[config.mk]
export PLATFORM = sky130hd
export DESIGN_NAME = owh_host
export DESIGN_NICKNAME = d
export VERILOG_FILES = /design/src/owh_pkg.sv /design/src/owh_host.sv /design/src/owh_sync.sv /design/src/owh_apb.sv
export SDC_FILE = /design/constraint.sdc
export NUM_CORES = 1
export LEC_CHECK = 0
export BUFFER_PORTS_ARGS = -buffer_cell sky130_fd_sc_hd__buf_4
export CAP_MARGIN = 15
export CORE_MARGIN = 2
export CORE_UTILIZATION = 59
export CTS_CLUSTER_SIZE = 25
export DETAILED_ROUTE_END_ITERATION = 10
export GPL_TIMING_DRIVEN = 0
export MAX_ROUTING_LAYER = met4
export PLACE_DENSITY = 0.78
export SLEW_MARGIN = 10
export SYNTH_ARGS = -nofsm -noshare
export SYNTH_HDL_FRONTEND = slang
export SYNTH_SLANG_ARGS = --single-unit
[constraint.sdc]
create_clock -name sys_clk -period 3 [get_ports sys_clk]
set_clock_uncertainty 0.05 [all_clocks]
set_input_delay 0.3 -clock sys_clk [delete_from_list [all_inputs] [get_ports sys_clk]]
set_output_delay 0.3 -clock sys_clk [all_outputs]
set_load 0.01 [all_outputs]
[src/owh_pkg.sv]
package owh_pkg;
    // apb register map of the controller, one aligned word each
    localparam logic [7:0] OWH_CTRL_OFF   = 8'h00; // write: go, byte fields; read: byte fields
    localparam logic [7:0] OWH_STATUS_OFF = 8'h04; // read: busy, done, ack seen, ack requested
    localparam logic [7:0] OWH_TIMING_OFF = 8'h08; // read/write: unit time in cycles
    // control word field positions
    localparam int OWH_GO_BIT      = 31;
    localparam int OWH_ACKREQ_BIT  = 7;
    localparam int OWH_SKIP_BIT    = 14;
    // data byte layout: ack request, sub-address, payload
    localparam int OWH_SUBADDR_LSB = 5;
    // device address byte
    localparam logic [7:0] OWH_DEV_ADDR = 8'h72;
    // unlock key and edge profile sub-address codes
    localparam logic [1:0] OWH_SUB_UNLOCK = 2'h3;
    localparam logic [1:0] OWH_SUB_EMI    = 2'h2;
    localparam logic [4:0] OWH_UNLOCK_PAYLOAD = 5'h0A;
    localparam logic [1:0] OWH_EMI_RESET = 2'h0;
    // timing, in ns, and derived cycle counts at 20 MHz
    localparam int OWH_CLK_NS       = 50;
    localparam int OWH_START_NS     = 2000;
    localparam int OWH_EOS_NS       = 2000;
    localparam int OWH_ACK_VALID_NS = 2000;
    localparam int OWH_ACK_MAX_NS   = 512000;
    localparam int OWH_START_CYC    = (OWH_START_NS + OWH_CLK_NS - 1) / OWH_CLK_NS;
    localparam int OWH_EOS_CYC      = (OWH_EOS_NS + OWH_CLK_NS - 1) / OWH_CLK_NS;
    localparam int OWH_ACK_VALID_CYC = (OWH_ACK_VALID_NS + OWH_CLK_NS - 1) / OWH_CLK_NS;
    localparam int OWH_ACK_MAX_CYC  = OWH_ACK_MAX_NS / OWH_CLK_NS;
    // default short phase of a bit cell; long phase is three times it
    localparam logic [15:0] OWH_UNIT_RESET = 16'h0014;
    localparam int OWH_RATIO = 3;
endpackage

[src/owh_host.sv]
// Added by the designer: the address map and register access over APB.
`timescale 1ns/10ps
// Operation
// - bytes sent most significant bit first
// - line high two microseconds before each byte
// - start before address may be skipped
// - end-of-stream high two microseconds after byte; not after an ack-requested data byte, pulled low at once
// - long phase at least twice short phase
// - host holds low, releases, samples low ack
// - no new transfer until ack ends
// - ack requested only with open drain driver
// - profile write needs prior unlock 1101010
// - profile written over link in both modes
// - pwm mode: enable with 2-3ms high
// - device address byte is 72 hex
// - data byte: request, sub-address, payload
module owh_host (
    input  wire logic        sys_clk,
    input  wire logic        resetn,
    input  wire logic        psel,
    input  wire logic        penable,
    input  wire logic        pwrite,
    input  wire logic [7:0]  paddr,
    input  wire logic [31:0] pwdata,
    output logic [31:0]      prdata,
    output logic             pready,
    output logic             pslverr,
    input  wire logic        ctrl_in,
    output logic             ctrl_out,
    output logic             ctrl_oe_n
);
    typedef enum logic [2:0] {
        OWH_IDLE,
        OWH_START,
        OWH_LOW,
        OWH_HIGH,
        OWH_EOS,
        OWH_ACKHOLD,
        OWH_ACKWAIT
    } owh_state_t;

    typedef struct packed {
        owh_state_t  state;
        logic [15:0] shreg;
        logic [4:0]  nbit;
        logic [19:0] cnt;
        logic        ack_req;
        logic        drive_low;
        logic        busy;
        logic        done;
        logic        ack_seen;
        logic        ack_req_seen;
        logic        line_ok;
    } owh_host_t;

    owh_host_t   st_q;
    owh_host_t   st_d;
    logic        go;
    logic [15:0] cmd;
    logic [15:0] unit_cyc;
    logic        line_s;

    // phase length of the current bit: a one is short low, long high
    function automatic logic [19:0] phase_len(input logic bitv, input logic low_ph, input logic [15:0] u);
        logic [19:0] sh;
        logic [19:0] lg;
        sh = {4'h0, u};
        lg = 20'(owh_pkg::OWH_RATIO) * {4'h0, u};
        phase_len = (bitv ^ low_ph) ? lg : sh;
    endfunction

    ////////////////////////////////////////////////////////////////////////
    // register slave and line synchroniser
    owh_apb u_apb (
        .sys_clk      (sys_clk),
        .resetn       (resetn),
        .psel         (psel),
        .penable      (penable),
        .pwrite       (pwrite),
        .paddr        (paddr),
        .pwdata       (pwdata),
        .prdata       (prdata),
        .pready       (pready),
        .pslverr      (pslverr),
        .busy         (st_q.busy),
        .done         (st_q.done),
        .ack_seen     (st_q.ack_seen),
        .ack_req_seen (st_q.ack_req_seen),
        .go           (go),
        .cmd          (cmd),
        .unit_cyc     (unit_cyc)
    );

    owh_sync u_sync (
        .sys_clk (sys_clk),
        .resetn  (resetn),
        .din     (ctrl_in),
        .dout    (line_s)
    );

    ////////////////////////////////////////////////////////////////////////
    // transfer sequencer; cmd[7:0] is the data byte, skip bit drops the start when the sensed line is high
    always_comb begin
        st_d           = st_q;
        st_d.line_ok   = line_s;
        case (st_q.state)
            OWH_IDLE: begin
                // released while idle, so an enable sees a steady high line
                st_d.drive_low = 1'b0;
                if (go) begin
                    st_d.busy     = 1'b1;
                    st_d.done     = 1'b0;
                    st_d.ack_seen = 1'b0;
                    st_d.shreg    = {owh_pkg::OWH_DEV_ADDR, cmd[7:0]};
                    st_d.ack_req  = cmd[owh_pkg::OWH_ACKREQ_BIT];
                    st_d.ack_req_seen = cmd[owh_pkg::OWH_ACKREQ_BIT];
                    st_d.nbit     = 5'd0;
                    st_d.cnt      = 20'(owh_pkg::OWH_START_CYC);
                    // line already high and released: start may be skipped
                    if (line_s && cmd[owh_pkg::OWH_SKIP_BIT]) begin
                        st_d.state = OWH_LOW;
                        st_d.cnt   = phase_len(owh_pkg::OWH_DEV_ADDR[7], 1'b1, unit_cyc);
                    end else begin
                        st_d.state = OWH_START;
                    end
                end
            end
            OWH_START: begin
                st_d.drive_low = 1'b0;
                if (st_q.cnt > 20'd1) begin
                    st_d.cnt = st_q.cnt - 20'd1;
                end else begin
                    st_d.state = OWH_LOW;
                    st_d.cnt   = phase_len(st_q.shreg[15], 1'b1, unit_cyc);
                end
            end
            OWH_LOW: begin
                st_d.drive_low = 1'b1;
                if (st_q.cnt > 20'd1) begin
                    st_d.cnt = st_q.cnt - 20'd1;
                end else begin
                    st_d.state = OWH_HIGH;
                    st_d.cnt   = phase_len(st_q.shreg[15], 1'b0, unit_cyc);
                end
            end
            OWH_HIGH: begin
                st_d.drive_low = 1'b0;
                if (st_q.cnt > 20'd1) begin
                    st_d.cnt = st_q.cnt - 20'd1;
                end else begin
                    st_d.shreg = {st_q.shreg[14:0], 1'b0};
                    st_d.nbit  = st_q.nbit + 5'd1;
                    if (st_q.nbit == 5'd7 || st_q.nbit == 5'd15) begin
                        // no closing falling edge: the last bit's high phase runs on into the eos
                        st_d.state = OWH_EOS;
                        st_d.cnt   = 20'(owh_pkg::OWH_EOS_CYC);
                    end else begin
                        st_d.state = OWH_LOW;
                        st_d.cnt   = phase_len(st_q.shreg[14], 1'b1, unit_cyc);
                    end
                end
            end
            OWH_EOS: begin
                // after the data byte with ack requested the line goes low at once and stays low
                if (st_q.nbit == 5'd16 && st_q.ack_req) begin
                    st_d.drive_low = 1'b1;
                    st_d.state     = OWH_ACKHOLD;
                    st_d.cnt       = 20'(owh_pkg::OWH_ACK_VALID_CYC);
                end else if (st_q.cnt > 20'd1) begin
                    st_d.drive_low = 1'b0;
                    st_d.cnt       = st_q.cnt - 20'd1;
                end else if (st_q.nbit == 5'd16) begin
                    st_d.state = OWH_IDLE;
                    st_d.busy  = 1'b0;
                    st_d.done  = 1'b1;
                end else begin
                    // eos doubles as start of the data byte
                    st_d.state = OWH_LOW;
                    st_d.cnt   = phase_len(st_q.shreg[15], 1'b1, unit_cyc);
                end
            end
            OWH_ACKHOLD: begin
                st_d.drive_low = 1'b1;
                if (st_q.cnt > 20'd1) begin
                    st_d.cnt = st_q.cnt - 20'd1;
                end else begin
                    st_d.drive_low = 1'b0;
                    st_d.state     = OWH_ACKWAIT;
                    st_d.cnt       = 20'(owh_pkg::OWH_ACK_MAX_CYC);
                end
            end
            OWH_ACKWAIT: begin
                st_d.drive_low = 1'b0;
                // skip three cycles, past the two sync stages, before trusting the sampled level
                if (st_q.cnt == 20'(owh_pkg::OWH_ACK_MAX_CYC - 3) && !line_s) begin
                    st_d.ack_seen = 1'b1;
                end
                // stay busy until the line is back high or time runs out
                if ((line_s && st_q.cnt < 20'(owh_pkg::OWH_ACK_MAX_CYC - 3)) || st_q.cnt == 20'd1) begin
                    st_d.state = OWH_IDLE;
                    st_d.busy  = 1'b0;
                    st_d.done  = 1'b1;
                end else begin
                    st_d.cnt = st_q.cnt - 20'd1;
                end
            end
            default: begin
                st_d.state = OWH_IDLE;
            end
        endcase
    end

    always_ff @(posedge sys_clk or negedge resetn) begin
        if (!resetn) begin
            st_q <= '{state: OWH_IDLE, shreg: 16'h0000, nbit: 5'd0, cnt: 20'h00000,
                      ack_req: 1'b0, drive_low: 1'b0, busy: 1'b0, done: 1'b0,
                      ack_seen: 1'b0, ack_req_seen: 1'b0, line_ok: 1'b1};
        end else begin
            st_q <= st_d;
        end
    end

    // open drain: drive only low, enable active low
    assign ctrl_out  = 1'b0;
    assign ctrl_oe_n = !st_q.drive_low;

    ////////////////////////////////////////////////////////////////////////
    // checks
    a_addr_msb_first: assert property (@(posedge sys_clk) disable iff (!resetn)
        (st_q.state == OWH_IDLE && go) |=> st_q.shreg[15:8] == 8'h72)
        else $error("address byte not loaded");
    a_start_high: assert property (@(posedge sys_clk) disable iff (!resetn)
        (st_q.state == OWH_START) |-> !st_q.drive_low)
        else $error("line driven during start");
    // drive_low trails the state by one cycle, so look one cycle after high
    a_low_then_high: assert property (@(posedge sys_clk) disable iff (!resetn)
        (st_q.state == OWH_HIGH) |=> !st_q.drive_low)
        else $error("high phase not released");
    a_eos_released: assert property (@(posedge sys_clk) disable iff (!resetn)
        (st_q.state == OWH_EOS && !st_q.ack_req) |-> !st_q.drive_low)
        else $error("line driven during eos");
    a_ack_hold_low: assert property (@(posedge sys_clk) disable iff (!resetn)
        $rose(st_q.state == OWH_ACKHOLD) |-> st_q.drive_low[*8])
        else $error("line released inside validity delay");
    a_no_ack_unasked: assert property (@(posedge sys_clk) disable iff (!resetn)
        (st_q.state == OWH_ACKHOLD) |-> st_q.ack_req)
        else $error("ack hold without request");
    a_ack_wait_free: assert property (@(posedge sys_clk) disable iff (!resetn)
        (st_q.state == OWH_ACKWAIT) |-> !st_q.drive_low)
        else $error("line driven while sampling ack");
    a_busy_block: assert property (@(posedge sys_clk) disable iff (!resetn)
        (st_q.state != OWH_IDLE) |-> st_q.busy)
        else $error("busy low mid transfer");
    // idle line left to the pull-up, also while the chip is being enabled
    a_idle_released: assert property (@(posedge sys_clk) disable iff (!resetn)
        (st_q.state == OWH_IDLE) |-> ctrl_oe_n)
        else $error("line driven while idle");
    a_start_unless_skip: assert property (@(posedge sys_clk) disable iff (!resetn)
        (st_q.state == OWH_IDLE && go && !(line_s && cmd[owh_pkg::OWH_SKIP_BIT])) |=> st_q.state == OWH_START)
        else $error("start condition skipped");
    a_shift_msb: assert property (@(posedge sys_clk) disable iff (!resetn)
        (st_q.state == OWH_HIGH && st_q.cnt == 20'd1) |=> st_q.shreg == {$past(st_q.shreg[14:0]), 1'b0})
        else $error("bit not shifted msb first");
    a_ack_wait_bound: assert property (@(posedge sys_clk) disable iff (!resetn)
        (st_q.state == OWH_ACKWAIT && st_q.cnt == 20'd1) |=> st_q.state == OWH_IDLE)
        else $error("ack wait overran");
    a_go_clears_done: assert property (@(posedge sys_clk) disable iff (!resetn)
        (st_q.state == OWH_IDLE && go) |=> st_q.busy && !st_q.done && !st_q.ack_seen)
        else $error("status not cleared at go");
    a_ack_req_latched: assert property (@(posedge sys_clk) disable iff (!resetn)
        (st_q.state == OWH_IDLE && go) |=> st_q.ack_req == $past(cmd[owh_pkg::OWH_ACKREQ_BIT]))
        else $error("ack request not latched");
    c_second_byte: cover property (@(posedge sys_clk) disable iff (!resetn)
        st_q.state == OWH_EOS && st_q.nbit == 5'd8 && st_q.cnt == 20'd1);
    c_plain_write: cover property (@(posedge sys_clk) disable iff (!resetn)
        st_q.state == OWH_EOS && st_q.nbit == 5'd16 && !st_q.ack_req);
    c_ack_done: cover property (@(posedge sys_clk) disable iff (!resetn)
        $rose(st_q.ack_seen));
    c_skip_start: cover property (@(posedge sys_clk) disable iff (!resetn)
        st_q.state == OWH_IDLE && go && line_s && cmd[owh_pkg::OWH_SKIP_BIT]);
endmodule

[src/owh_sync.sv]
`timescale 1ns/10ps
// two-stage synchroniser for the sensed control line
module owh_sync (
    input  wire logic sys_clk,
    input  wire logic resetn,
    input  wire logic din,
    output logic      dout
);
    typedef struct packed {
        logic s1;
        logic s2;
    } owh_sync_t;
    owh_sync_t st_q;
    owh_sync_t st_d;

    ////////////////////////////////////////////////////////////////////////
    // next state
    always_comb begin
        st_d    = st_q;
        st_d.s1 = din;
        st_d.s2 = st_q.s1;
    end

    // idle line is high, so reset to high
    always_ff @(posedge sys_clk or negedge resetn) begin
        if (!resetn) begin
            st_q <= '{s1: 1'b1, s2: 1'b1};
        end else begin
            st_q <= st_d;
        end
    end

    assign dout = st_q.s2;
endmodule

[src/owh_apb.sv]
`timescale 1ns/10ps
// apb slave holding the controller's own registers
module owh_apb (
    input  wire logic        sys_clk,
    input  wire logic        resetn,
    input  wire logic        psel,
    input  wire logic        penable,
    input  wire logic        pwrite,
    input  wire logic [7:0]  paddr,
    input  wire logic [31:0] pwdata,
    output logic [31:0]      prdata,
    output logic             pready,
    output logic             pslverr,
    input  wire logic        busy,
    input  wire logic        done,
    input  wire logic        ack_seen,
    input  wire logic        ack_req_seen,
    output logic             go,
    output logic [15:0]      cmd,
    output logic [15:0]      unit_cyc
);
    typedef struct packed {
        logic        go;
        logic [15:0] cmd;
        logic [15:0] unit;
    } owh_apb_t;
    owh_apb_t st_q;
    owh_apb_t st_d;
    logic     wr_acc;

    ////////////////////////////////////////////////////////////////////////
    // write decode; go is a one-cycle pulse, ignored while busy
    assign wr_acc = psel && penable && pwrite;
    always_comb begin
        st_d    = st_q;
        st_d.go = 1'b0;
        if (wr_acc && paddr == owh_pkg::OWH_CTRL_OFF) begin
            st_d.cmd = pwdata[15:0];
            st_d.go  = pwdata[owh_pkg::OWH_GO_BIT] && !busy;
        end else if (wr_acc && paddr == owh_pkg::OWH_TIMING_OFF) begin
            st_d.unit = pwdata[15:0];
        end
    end

    always_ff @(posedge sys_clk or negedge resetn) begin
        if (!resetn) begin
            st_q <= '{go: 1'b0, cmd: 16'h0000, unit: owh_pkg::OWH_UNIT_RESET};
        end else begin
            st_q <= st_d;
        end
    end

    // read mux; zero-wait slave, unmapped reads zero with error
    always_comb begin
        prdata  = 32'h00000000;
        pslverr = 1'b0;
        if (paddr == owh_pkg::OWH_CTRL_OFF) begin
            prdata = {16'h0000, st_q.cmd};
        end else if (paddr == owh_pkg::OWH_STATUS_OFF) begin
            prdata = {28'h0000000, ack_req_seen, ack_seen, done, busy};
        end else if (paddr == owh_pkg::OWH_TIMING_OFF) begin
            prdata = {16'h0000, st_q.unit};
        end else begin
            pslverr = psel && penable;
        end
    end

    assign pready   = 1'b1;
    assign go       = st_q.go;
    assign cmd      = st_q.cmd;
    assign unit_cyc = st_q.unit;
endmodule

======== Word-level counts from Yosys, hierarchy flattened ========
Cells that the tools add are included.
Widths: inputs -> output; s select.
cells by class
  add/sub/neg operators ................... 2
  $mul .................................... 1
  $lt $le $gt $ge ......................... 2
  equal/unequal tests ..................... 27
  mux-type cells .......................... 46
  bitwise logic cells ..................... 1
  reductions and logical operators ........ 30
operators by type and width
  kind                   number
  $mux 20                8
  $pmux 20 s7            1
  $mux 18                5
  $mux 32                2
  $mux 45                1
  $pmux 21 s2            1
  $mux 24                1
  $mux 3                 7
  $pmux 3 s7             1
  $eq 20x1->1 const B    1
  $eq 20x14->1 const B   1
  $gt 20x1->1 const B    1
  $lt 20x14->1 const B   1
  $ne 2x2->1 const B     10
  $sub 20x1->20 const B  1
  $mul 2x16->18 const A  1
  $mux 17                1
  $mux 16                1
  $mux 2                 6
  $eq 3x3->1 const B     3
  $logic_and 1x1->1      9
  $eq 8x3->1 const B     1
  $eq 8x4->1 const B     1
  $logic_not 8->1        1
  other kinds (28)       43
word-level totals
  bits in registers ....................... 84
  input bits .............................. 46
  word-level logic and storage cells ...... 123

======== Logic depth before layout (Yosys ltp) ========
  depth in word-level cells ............... 6
  mapped depth ............................ 10
  gate-level depth less buffers ........... 10

======== By module ========
A second synthesis with hierarchy kept.
unflattened totals
  cell total of the unflattened synthesis .. 747
  area, all modules ....................... 6392.4 µm²
modules (own cells, without submodules)
  module    instances  cells an instance  area each (µm²)
  owh_host  1          600                4536.9
  owh_apb   1          145                1803.0
  owh_sync  1          2                  52.6

======== Worst setup path after synthesis ========
No wires, ideal clock.
  path type ............................... reg-to-reg
  start ................................... reg u_apb.st_q, in the netlist u_apb.unit_cyc[2]
  end ..................................... reg st_q[16] (netlist name)
  data arrival time ....................... 2.274 ns
  data required time ...................... 2.821 ns
  setup slack ............................. 0.547 ns
  cell stages (with the launch flop) ...... 9
  period minus slack after synthesis ...... 2.453 ns
  cell sequence ........................... dfstp_2 -> ha_1 -> nor2b_1 -> o31a_1 -> or4_1 -> a31oi_1 -> xnor2_1 -> a221oi_1 -> o21ai_0
on the way
  word-level cells in the longest chain between the ends .. 6
  elaborated cells on any way between the ends .. 14
  those cells by class .................... 1 x mul; 13 x mux
RTL lines
  item                      RTL line         source
  start: declaration        owh_apb.sv:27    owh_apb_t st_q;
  start signal: assignment  owh_apb.sv:47    st_q <= '{go: 1'b0, cmd: 16'h0000, unit: owh_pkg::OWH_UNIT_RESET};
  start signal: assignment  owh_apb.sv:49    st_q <= st_d;
  $mul 2x16->18 (*)         owh_host.sv:68   lg = 20'(owh_pkg::OWH_RATIO) * {4'h0, u};
  $mux 18                   owh_host.sv:69   phase_len = (bitv ^ low_ph) ? lg : sh;
  $mux 20                   owh_host.sv:172  end else if (st_q.nbit == 5'd16) begin
  $mux 20                   owh_host.sv:169  end else if (st_q.cnt > 20'd1) begin
  $mux 20                   owh_host.sv:165  if (st_q.nbit == 5'd16 && st_q.ack_req) begin
  $pmux 20 s7 (*)           owh_host.sv:106  case (st_q.state)
  end signal: assignment    owh_host.sv:215  st_q <= '{state: OWH_IDLE, shreg: 16'h0000, nbit: 5'd0, cnt: 20'h00000,
  end signal: assignment    owh_host.sv:219  st_q <= st_d;
  end: declaration          owh_host.sv:56   owh_host_t st_q;
Every way passes the cells marked *; elsewhere a longest branch is shown, timed or not. The select of a mux whose other input is x is not followed.
A chain may end at the register's enable or synchronous reset.

======== Worst setup path after layout ========
  start ................................... reg st_q[50] (netlist name)
  end ..................................... reg st_q[18] (netlist name)
on the way
  word-level cells in the longest chain between the ends .. 3
  elaborated cells on any way between the ends .. 13
  those cells by class .................... 9 x eq/ne; 1 x mux; 3 x reduce/logical
RTL lines
  item                                                 RTL line
  $eq 3x3->1 (tied with other cells)                   owh_host.sv:106
  $ne 4x4->1 (no source line) (tied with other cells)  n/a
  $reduce_and 4->1 (no source line)                    n/a
Parallel ways exist; a longest one is shown, timed or not.

==> flow_summary_export.csv <==
group,metric,value,unit
logic_synthesis,synthDistinctLibCells,79,
floorplan,rows,37,
power,ir_drop,302,uV
logic_synthesis,yosys-top-cells-count,"dfrtp_1, nor2_1, nand2_1",
drt,firstDrtPassIters,5,
drt,postRouteAntennaNets,0,
timing,post-route-period-util,0.976,
logic_synthesis,syn_avg_cell_area,8.57,um^2
clock_network,clock_latency,0.37,ns
critical_path,worstPathRequired,3.24,ns
min_path,min_path_type,"primary input to flip-flop",
logic_synthesis,synth_edf_count,0,
layout,drive_gt1_frac,0.206,
global_route,grt_pass1_wl,29800,um
layout,multi_input_area,3840,um^2
clock_network,clk_pin_slew,0.11,ns
clock_network,cts_root_buf,"clkbuf_8",
place,port_buffers,47,
critical_path,crit_path_max_incr_delay,0.62,ns
clock_network,numCtsBuffers,9,
critical_path,rrSetupSlack,0.07,ns
critical_path,worstRegToRegCells,8,
timing,max_freq,342,MHz
logic_synthesis,syn_area,6160,um^2
place,dp_hpwl,14000,um
logic_synthesis,yosysWarnings,0,
run_status,status,"finished, final reports clean",
timing,final_hold_viol_count,0,
timing,relSlewSlack,0.546,
place,place_ws,-0.114,ns
floorplan,pin_count,82,
critical_path,crit_path_max_fanout,10,
drt,drc,0,
layout,fillers,800,
layout,area_growth,15.4,%
logic_synthesis,synth.most_common_cell,"dfrtp_1",
logic_synthesis,synth.top_cell.area_share,0.325,
timing,finalWorstSetupSlack,0.0727,ns
critical_path,crit_path_start_kind,"flip-flop",
power,powerDensity,620,nW/um^2
logic_synthesis,synthFlopType,"dfrtp_1",
timing,worst_pin_slew,0.680,ns
floorplan,die-width,106,um
critical_path,cp_cell_sequence,"clkbuf_1, nand3b_1, nor3_1, a221o_1, buf_2, a211oi_1, o32a_1, o221ai_1",
drt,routed_wl,18900,um
timing,setup_violations,0,
power,cellLeakagePower,3.18,nW
drt,viasPerCell,6.51,
floorplan,start_util,0.602,
logic_synthesis,synthArstFlopShare,1.00,
logic_synthesis,synth_top_cell_by_area,"dfrtp_1",
floorplan,fp.dieH,106,um
critical_path,cp.arrival,3.17,ns
critical_path,cp-startpoint,"st_q[50]",
drt,drt_iter0_markers,480,
logic_synthesis,synth_cells,719,
logic_synthesis,synth-seq-cells,84,
logic_synthesis,seq_area_frac_synth,0.342,
layout,seq_area,2110,um^2
floorplan,dieArea,11300,um^2
critical_path,reg2reg_to,"st_q[18]",
critical_path,rr_startpoint,"st_q[50]",
critical_path,worstSetupEndpoint,"st_q[18]",
timing,min_period,2.93,ns
clock_network,cts_tree,"built",
logic_synthesis,synth_area_leaders,"dfrtp_1, mux2_2, nor2_1, nand2_1, ha_1",
drt,wire_per_inst,20.0,um
clock_network,clock_tree.buffer_depth,2,
run,maxCapViolations,0,
clock_network,h-tree-depth,3,
global_route,antenna_found_initial,0,
place,routabilityCongestion,0.977,
layout,final_net_count,869,
clock_network,clkSinkCount,84,
critical_path,cp-end-kind,"flip-flop",
timing,maxSlewViolCount,0,
critical_path,cp_slowest_cell,"nor3_1",
layout,final_util,0.695,
global_route,grt_max_degree,85,
global_route,gr-total-overflow,0,
floorplan,core_area,10200,um^2
drt,num_vias,6128,
layout,diodes,0,
global_route,grt_usage,0.350,
critical_path,worstSetupPathType,"flip-flop to flip-flop",
global_route,grt_pass1_vias,5708,
## report_power, final
| group | internal (mW) | switching, mW |
|---|---|---|
| clock | 0.406 | 0.496 |
| combinational | 0.782 | 1.28 |
| sequential | 1.26 | 0.185 |
## cell families after synthesis
group,after synthesis,share of synthesized area
simple gates,275,0.224
compound gates,213,0.236
flops,84,0.342
buf+inv,66,0.0562
mux,37,0.0666
fa+ha+maj,22,0.0459
xor+xnor,20,0.0284
other cells,2,0.00122
## cells in the final DEF (no fill, tap or decap), types with 16 or more instances in the layout
cell type  netlist  routed
a22o_1          16      16
o21ai_0         45      43
nand3_1         33      33
conb_1           2      18
inv_1           17      17
nor3_1          18      17
dfrtp_1         80      80
buf_4           18      69
nor2_1          77      77
mux2_2          32      32
ha_1            21      21
nand2_1         72      72
a21oi_1         47      47
clkbuf_1        20      19
## critical path, delay by kind of cell, from the launching register on
family,cells,cell delay [ns]
simple gates,2,1.01
compound gates,4,0.89
buf+inv,2,0.49
flops,1,0.40
## final cells by class
cell class,instances,share of cell area
clock inverter,7,0.0121
buffer,49,0.0399
inverter,17,0.00897
multi-input combinational,585,0.540
sequential,84,0.296
timing repair buffer,55,0.0612
tap,136,0.0239
clock buffer,9,0.0174
## sequential cells by signal (all words and copies together) (netlist names)
name            count
u_apb.go            1
u_apb.cmd          16
u_apb.unit_cyc     16
u_sync.st_d         1
st_q               49
u_sync.dout         1
## per-layer routing
metal / up-vias / share of wire / track usage
met5: - / 0 / -
met3: 56 / 0.092 / 0.0619
met2: 345 / 0.46 / 0.530
met4: 0 / 0.038 / 0.156
met1: 2929 / 0.41 / 0.462
li1: 2798 / - / -
## worst min path at each step
| stage | startpoint | endpoint | slack [ns] | cells after the start |
|---|---|---|---|---|
| after floorplan | resetn | st_q[10] | -0.05 | 0 |
| after global placement | u_sync.st_d[0] | u_sync.dout | 0.30 | 0 |
| after detailed placement | u_sync.st_d[0] | u_sync.dout | 0.30 | 0 |
| after CTS | resetn | st_q[49] | 0.10 | 1 |
| after global routing | pwdata[3] | u_apb.unit_cyc[3] | 0.12 | 2 |
| final | pwdata[1] | u_apb.cmd[1] | 0.12 | 2 |
## what timing repair did
item | in CTS | in global routing
pin swaps | 0 | 3
endpoints found under the hold margin | 1 | 23
hold buffers | 1 | 1
setup buffers | 0 | 4
resized for setup | 3 | 13
setup endpoints to repair | 5 | 22
## per-stage QoR
step	std cells	hold slack [ns]	TNS, ns	power [mW]	cell area, um^2
after floorplan	735	-0.0456	0	2.83	6220
after global placement	918	0.297	-0.906	3.34	6750
after detailed placement	919	0.302	-0.209	3.38	6750
after CTS	936	0.103	0	4.28	6990
after global routing	942	0.116	-0.0226	4.64	7120
final	942	0.123	0	4.41	7120
(Power assumes the default switching activity.)
